<file path="config.mk">
export PLATFORM = sky130hd
export DESIGN_NAME = shm_regs
export DESIGN_NICKNAME = d
export VERILOG_FILES = /design/src/shm_pkg.sv /design/src/shm_regs.sv
export SDC_FILE = /design/constraint.sdc
export NUM_CORES = 1
export LEC_CHECK = 0
export BUFFER_PORTS_ARGS = -buffer_cell sky130_fd_sc_hd__buf_2
export CAP_MARGIN = 30
export CORE_MARGIN = 8
export CORE_UTILIZATION = 40
export DETAILED_ROUTE_END_ITERATION = 8
export PLACE_DENSITY = 0.71
export RECOVER_POWER = 100
export SYNTH_ARGS = -nofsm -noshare
export SYNTH_HDL_FRONTEND = slang
export SYNTH_SLANG_ARGS = --single-unit
</file>
<file path="constraint.sdc">
create_clock -name pclk -period 5.7 [get_ports pclk]
set_clock_uncertainty 0.2 [all_clocks]
set_input_delay 0.855 -clock pclk [delete_from_list [all_inputs] [get_ports pclk]]
set_output_delay 0.855 -clock pclk [all_outputs]
set_load 0.01 [all_outputs]
</file>
<file path="src/shm_pkg.sv">
// Package for the SD host interrupt mask and FIFO port register bank
package shm_pkg;
   localparam logic [11:0] SHM_OFF_MASK     = 12'h03C;
   localparam logic [11:0] SHM_OFF_WORDCNT  = 12'h048;
   localparam logic [11:0] SHM_OFF_FIFODATA = 12'h080;
   localparam logic [11:0] SHM_OFF_STATUS   = 12'h034;
   localparam logic [11:0] SHM_OFF_CLEAR    = 12'h038;
   localparam logic [31:0] SHM_MASK_RESET   = 32'h0000_0000;
   localparam logic [31:0] SHM_CNT_RESET    = 32'h0000_0000;
   localparam int          SHM_FLAG_W       = 24;
   localparam int          SHM_CNT_W        = 24;
   // Sticky flags live in 23:22 and 10:0, live flags in 21:11
   localparam logic [23:0] SHM_STICKY_BITS  = 24'hC0_07FF;
   localparam int          SHM_HALF_ROOM    = 8;
   localparam int          SHM_WORD_BYTES   = 4;

   typedef struct packed {
      logic [23:0] mask;
      logic [23:0] sticky;
      logic [23:0] count;
      logic [31:0] prdata;
      logic        irq;
   } shm_state_t;

   // Live FIFO/activity levels from the host core
   typedef struct packed {
      logic       cmd_active;
      logic       tx_active;
      logic       rx_active;
      logic       tx_full;
      logic       rx_half_full;
      logic       rx_full;
      logic       tx_empty;
      logic       rx_empty;
      logic       tx_has_words;
      logic       rx_has_words;
   } shm_live_t;
endpackage : shm_pkg

</file>
<file path="src/shm_regs.sv">
// SD host interrupt mask, FIFO word counter and FIFO data port over APB
//
// The APB register port was decided locally.
`timescale 1ns/1ps
module shm_regs
   import shm_pkg::*;
#(
   parameter int TX_DEPTH = 32
) (
   input  wire logic                  pclk,
   input  wire logic                  presetn,
   input  wire logic                  psel,
   input  wire logic                  penable,
   input  wire logic                  pwrite,
   input  wire logic [11:0]           paddr,
   input  wire logic [31:0]           pwdata,
   output logic      [31:0]           prdata,
   output logic                       pready,
   output logic                       pslverr,
   input  wire logic [SHM_FLAG_W-1:0] event_pulse,
   input  wire shm_live_t             live,
   input  wire logic [$clog2(TX_DEPTH+1)-1:0] tx_level,
   input  wire logic                  len_load,
   input  wire logic [24:0]           len_bytes,
   input  wire logic                  word_moved,
   output logic                       tx_push,
   output logic      [31:0]           tx_data,
   output logic                       rx_pop,
   input  wire logic [31:0]           rx_data,
   output logic                       irq
);

   shm_state_t st;
   shm_state_t next_st;
   logic [23:0] flags;
   logic        wr_acc;
   logic        rd_acc;
   logic        tx_half_empty;
   logic        bad_addr;

   // Bytes to words, rounding a partial tail up
   function automatic logic [23:0] shm_words(input logic [24:0] nbytes);
      logic [24:0] sum;
      sum = nbytes + 25'(SHM_WORD_BYTES - 1);
      return sum[24:2];
   endfunction : shm_words

   function automatic logic shm_known(input logic [11:0] a);
      return a == SHM_OFF_MASK || a == SHM_OFF_WORDCNT || a == SHM_OFF_FIFODATA
          || a == SHM_OFF_STATUS || a == SHM_OFF_CLEAR;
   endfunction : shm_known

   assign tx_half_empty = (TX_DEPTH - int'(tx_level)) >= SHM_HALF_ROOM;

   // Live bits follow the core directly
   always_comb begin
      flags        = st.sticky & SHM_STICKY_BITS;
      flags[11]    = live.cmd_active;
      flags[12]    = live.tx_active;
      flags[13]    = live.rx_active;
      flags[14]    = tx_half_empty;
      flags[15]    = live.rx_half_full;
      flags[16]    = live.tx_full;
      flags[17]    = live.rx_full;
      flags[18]    = live.tx_empty;
      flags[19]    = live.rx_empty;
      flags[20]    = live.tx_has_words;
      flags[21]    = live.rx_has_words;
   end

   assign wr_acc   = psel && penable && pwrite;
   assign rd_acc   = psel && penable && !pwrite;
   assign bad_addr = !shm_known(paddr);
   assign pready   = 1'b1;
   assign pslverr  = psel && penable && bad_addr;

   always_comb begin
      next_st = st;
      // Set beats clear so a same-cycle event is not lost
      if (wr_acc && paddr == SHM_OFF_CLEAR) begin
         next_st.sticky = st.sticky & ~pwdata[23:0];
      end
      next_st.sticky = (next_st.sticky | event_pulse) & SHM_STICKY_BITS;
      if (wr_acc && paddr == SHM_OFF_MASK) begin
         next_st.mask = pwdata[23:0];
      end
      if (len_load) begin
         next_st.count = shm_words(len_bytes);
      end else if (word_moved && st.count != 24'h00_0000) begin
         next_st.count = st.count - 24'h00_0001;
      end
      next_st.prdata = 32'h0000_0000;
      if (psel && !penable && !pwrite) begin
         case (paddr)
            SHM_OFF_MASK:     next_st.prdata = {8'h00, st.mask};
            SHM_OFF_WORDCNT:  next_st.prdata = {8'h00, st.count};
            SHM_OFF_FIFODATA: next_st.prdata = 32'h0000_0000;
            SHM_OFF_STATUS:   next_st.prdata = {8'h00, flags};
            default:          next_st.prdata = 32'h0000_0000;
         endcase
      end else begin
         next_st.prdata = st.prdata;
      end
      next_st.irq = |(flags & st.mask);
   end

   always_ff @(posedge pclk or negedge presetn) begin
      if (!presetn) begin
         st.mask   <= SHM_MASK_RESET[23:0];
         st.sticky <= 24'h00_0000;
         st.count  <= SHM_CNT_RESET[23:0];
         st.prdata <= 32'h0000_0000;
         st.irq    <= 1'b0;
      end else begin
         st <= next_st;
      end
   end

   // FIFO data reads bypass the registered path so the pop and data align
   assign prdata  = (paddr == SHM_OFF_FIFODATA) ? rx_data : st.prdata;
   assign tx_push = wr_acc && paddr == SHM_OFF_FIFODATA;
   assign tx_data = pwdata;
   assign rx_pop  = rd_acc && paddr == SHM_OFF_FIFODATA;
   assign irq     = st.irq;
endmodule : shm_regs

</file>
==> impl_metrics.json <==
{
  "status": "complete, but fails checks",
  "violations": "max-capacitance violations, max-slew violations",
  "dp_hpwl_um": 13100,
  "fp.coreArea_mm2": 0.0132,
  "first_global_vias": 5087,
  "antenna_found_initial": 0,
  "post_cts_buffers": 0,
  "p_per_area_mw_per_mm2": 251,
  "synthMuxAreaShare_pct": 12.1,
  "ys.flop_type": "dfrtp_1",
  "rows": 42,
  "tns_ns": 0,
  "grt_max_degree": 49,
  "final_util_pct": 49.2,
  "placed_area_mm2": 0.00627,
  "synth_top_family_by_area": "simple AND/OR/NAND/NOR gates",
  "clock_path_buffers": 2,
  "synth_nets": 763,
  "nNetsFinal": 910,
  "drt_iter0_drc": 338,
  "nFillCells": 1373,
  "grt_use_total_pct": 18.7,
  "clock_latency_ns": 0.34,
  "synth_area_leader_cell": "dfrtp_1",
  "combPwrFrac_pct": 16.6,
  "arrival_ns": 3.65,
  "hold_path.class": "reg2reg",
  "ant_nets": 0,
  "synth_edf_count": 0,
  "cts_inserted_buffers": 9,
  "vias": 5008,
  "drc": 0,
  "layout-drive-gt1-share_pct": 23.8,
  "via_per_inst": 5.32,
  "cp-start-kind": "input port",
  "power_mw": 1.63,
  "clk_pin_slew_ns": 0.06,
  "dieArea_mm2": 0.0174,
  "cp_max_fo": 29,
  "insertedDiodeCount": 0,
  "p_int_mw": 1.17,
  "die_w_um": 132,
  "synth_adder_area_share_pct": 0.232,
  "ys_types": 55,
  "period_minus_slack_ns": 4.71,
  "gp_congestion": 0.881,
  "drt_first_pass_iters": 4,
  "synthSimpleGateAreaFrac_pct": 22.2,
  "yosysSeqAreaShare_pct": 40.0,
  "postLayoutCellArea_mm2": 0.00649,
  "syn-cell-area_mm2": 0.00539,
  "end_kind": "output pin",
  "grt-ovfl-total": 0,
  "grt_pass1_wl_um": 26400,
  "syn-instance-count": 614,
  "port_buffers": 188,
  "synthXorXnorAreaFrac_pct": 5.86,
  "synth-seq-cells": 86,
  "post-place-ws_ns": 1.45,
  "wire_per_inst_um": 17.6,
  "setup_violations": 0,
  "netlist_top_cells_area": "dfrtp_1, nand2_1, mux2i_1",
  "cts_tree": "yes",
  "area_growth_pct": 20.5,
  "swShare_pct": 28.3,
  "synth_compound_area_share_pct": 12.3,
  "crit_type": "in2out",
  "start_util_pct": 40.8,
  "drv_cap": 2,
  "hold_viol": 0,
  "ir_drop_v": 0.000135,
  "root_buffer": "clkbuf_16",
  "ios": 217,
  "clock_sinks": 86,
  "synth_top_area_share_pct": 40.0,
  "final_max_slew_viol_count": 71,
  "p_sw_uw": 461,
  "drt_wl_total_um": 16600,
  "die_h_um": 132,
  "p_clk_share_pct": 40.0,
  "synth-async-reset-ratio_pct": 100,
  "p_leak_nw": 2.89,
  "cts.htree.levels": 3,
  "relSlewSlack_pct": -44.7,
  "avgSynthCellArea_um2": 8.77,
  "worstMarginPinSlew_ns": 2.17,
  "p_seq_share_pct": 43.4,
  "max_freq_mhz": 212,
  "cts_hold_buf": 0,
  "fin_crit_sh_pct": 82.6,
  "finalWorstSetupSlack_ns": 0.993,
  "rsz0062_at_grt": "no",
  "required_ns": 4.64,
  "yosys_warnings": 0,
  "post_cts_resized": 0
}
[worst max-delay path, stage by stage]
cell and delay [ns]:
clkbuf_1 1.36, or4b_1 0.90, nand2_1 0.25, nand2_1 0.12, clkbuf_1 0.16
[final cells by class]
type	instances	area, um^2	share of cell area (%)
repair buffers	196	918	14.2
multi-input cells	460	2840	43.7
well taps	176	220	3.39
clock buffers	10	239	3.68
inverters	8	30.0	0.463
clock inverters	6	92.6	1.43
flip-flops and latches	86	2150	33.2
[power by group through the flow]
stage               clock network [mW]  logic, mW  registers (mW)
finish                           0.651      0.271           0.707
global route                     0.686      0.306           0.712
CTS                              0.658      0.285           0.705
detailed placement                   0      0.284           0.716
global placement                     0      0.278           0.715
floorplan                            0      0.168           0.696
[per-stage QoR]
stage,std cells,hold WS (ns)
floorplan,614,0.271
global placement,924,0.294
detailed placement,926,0.301
CTS,942,0.311
global route,942,0.328
finish,942,0.314
[cells in the mapped netlist, types with 5 or more instances]
cell type / number
mux2i_1: 37
clkbuf_1: 20
nand4_1: 17
o21ai_0: 10
nor4_1: 12
a21oi_1: 52
a21o_1: 13
a221oi_1: 5
nand3_1: 11
xor2_1: 21
xnor2_1: 15
nor3_1: 12
and2_1: 10
inv_1: 8
mux2_2: 25
nand2_1: 103
buf_4: 33
dfrtp_1: 86
nor2_1: 62
[cell usage in the layout (no fill, tap or decap), types with 2 or more instances in the layout]
| master | instances |
|---|---|
| nand3_1 | 11 |
| buf_4 | 2 |
| mux2i_1 | 37 |
| mux2_2 | 25 |
| o31ai_1 | 2 |
| inv_1 | 8 |
| clkinvlp_4 | 2 |
| nand2_1 | 103 |
| or4b_2 | 2 |
| a22o_1 | 4 |
| and2_1 | 6 |
| or3_1 | 4 |
| xor2_1 | 21 |
| xnor2_1 | 15 |
| a311oi_1 | 2 |
| clkbuf_1 | 62 |
| or4_1 | 3 |
| a21oi_1 | 52 |
| a22oi_1 | 2 |
| and2_0 | 4 |
| nor2_1 | 61 |
| dfrtp_1 | 86 |
| a21o_1 | 13 |
| nor4_1 | 13 |
| inv_6 | 2 |
| nand3b_1 | 2 |
| o211ai_1 | 4 |
| nor3_1 | 12 |
| buf_2 | 130 |
| and3_1 | 4 |
| clkbuf_16 | 9 |
| nand4_1 | 17 |
| a31oi_1 | 4 |
| o21ai_0 | 11 |
| bufinv_16 | 2 |
| and4_1 | 2 |
| a221oi_1 | 5 |
[metal layers]
metal / vias up / track usage, % / wire (um) / share of wire [%]
met5: - / 0 / 0 / 0
met4: 0 / 6.32 / 358 / 2.2
met3: 28 / 4.23 / 1040 / 6.3
met2: 188 / 33.4 / 8370 / 50
met1: 2356 / 21.6 / 6830 / 41
li1: 2436 / - / - / -
[worst paths after layout]
check | cells past startpoint | endpoint | slack, ns | startpoint
min reg2reg | 1 | flags[23]$_DFF_PN0_ | 0.31 | flags[23]$_DFF_PN0_
max in group asynchronous | 2 | st[36]$_DFFE_PN0P_ | 2.28 | presetn
max reg2reg | 5 | st[38]$_DFFE_PN0P_ | 2.70 | st[51]$_DFFE_PN0P_
min | 1 | flags[23]$_DFF_PN0_ | 0.31 | flags[23]$_DFF_PN0_
min in group asynchronous | 1 | st[99]$_DFFE_PN0P_ | 0.95 | presetn
max | 5 | prdata[2] | 0.99 | paddr[3]
[state kept, by name (all words and copies together), names as in the netlist]
register / flops
irq: 1
st: 72
flags: 13
[kinds of logic after synthesis]
| logic type | after synthesis |
|---|---|
| adder cells (fa/ha/maj) | 1 |
| multiplexers | 62 |
| other | 1 |
| XOR/XNOR | 36 |
| buffers and inverters | 68 |
| AND/OR/NAND/NOR | 253 |
| flip-flops | 86 |
| AO/OA/AOI/OAI | 107 |
Note: power is estimated with default switching activity, not from simulation.
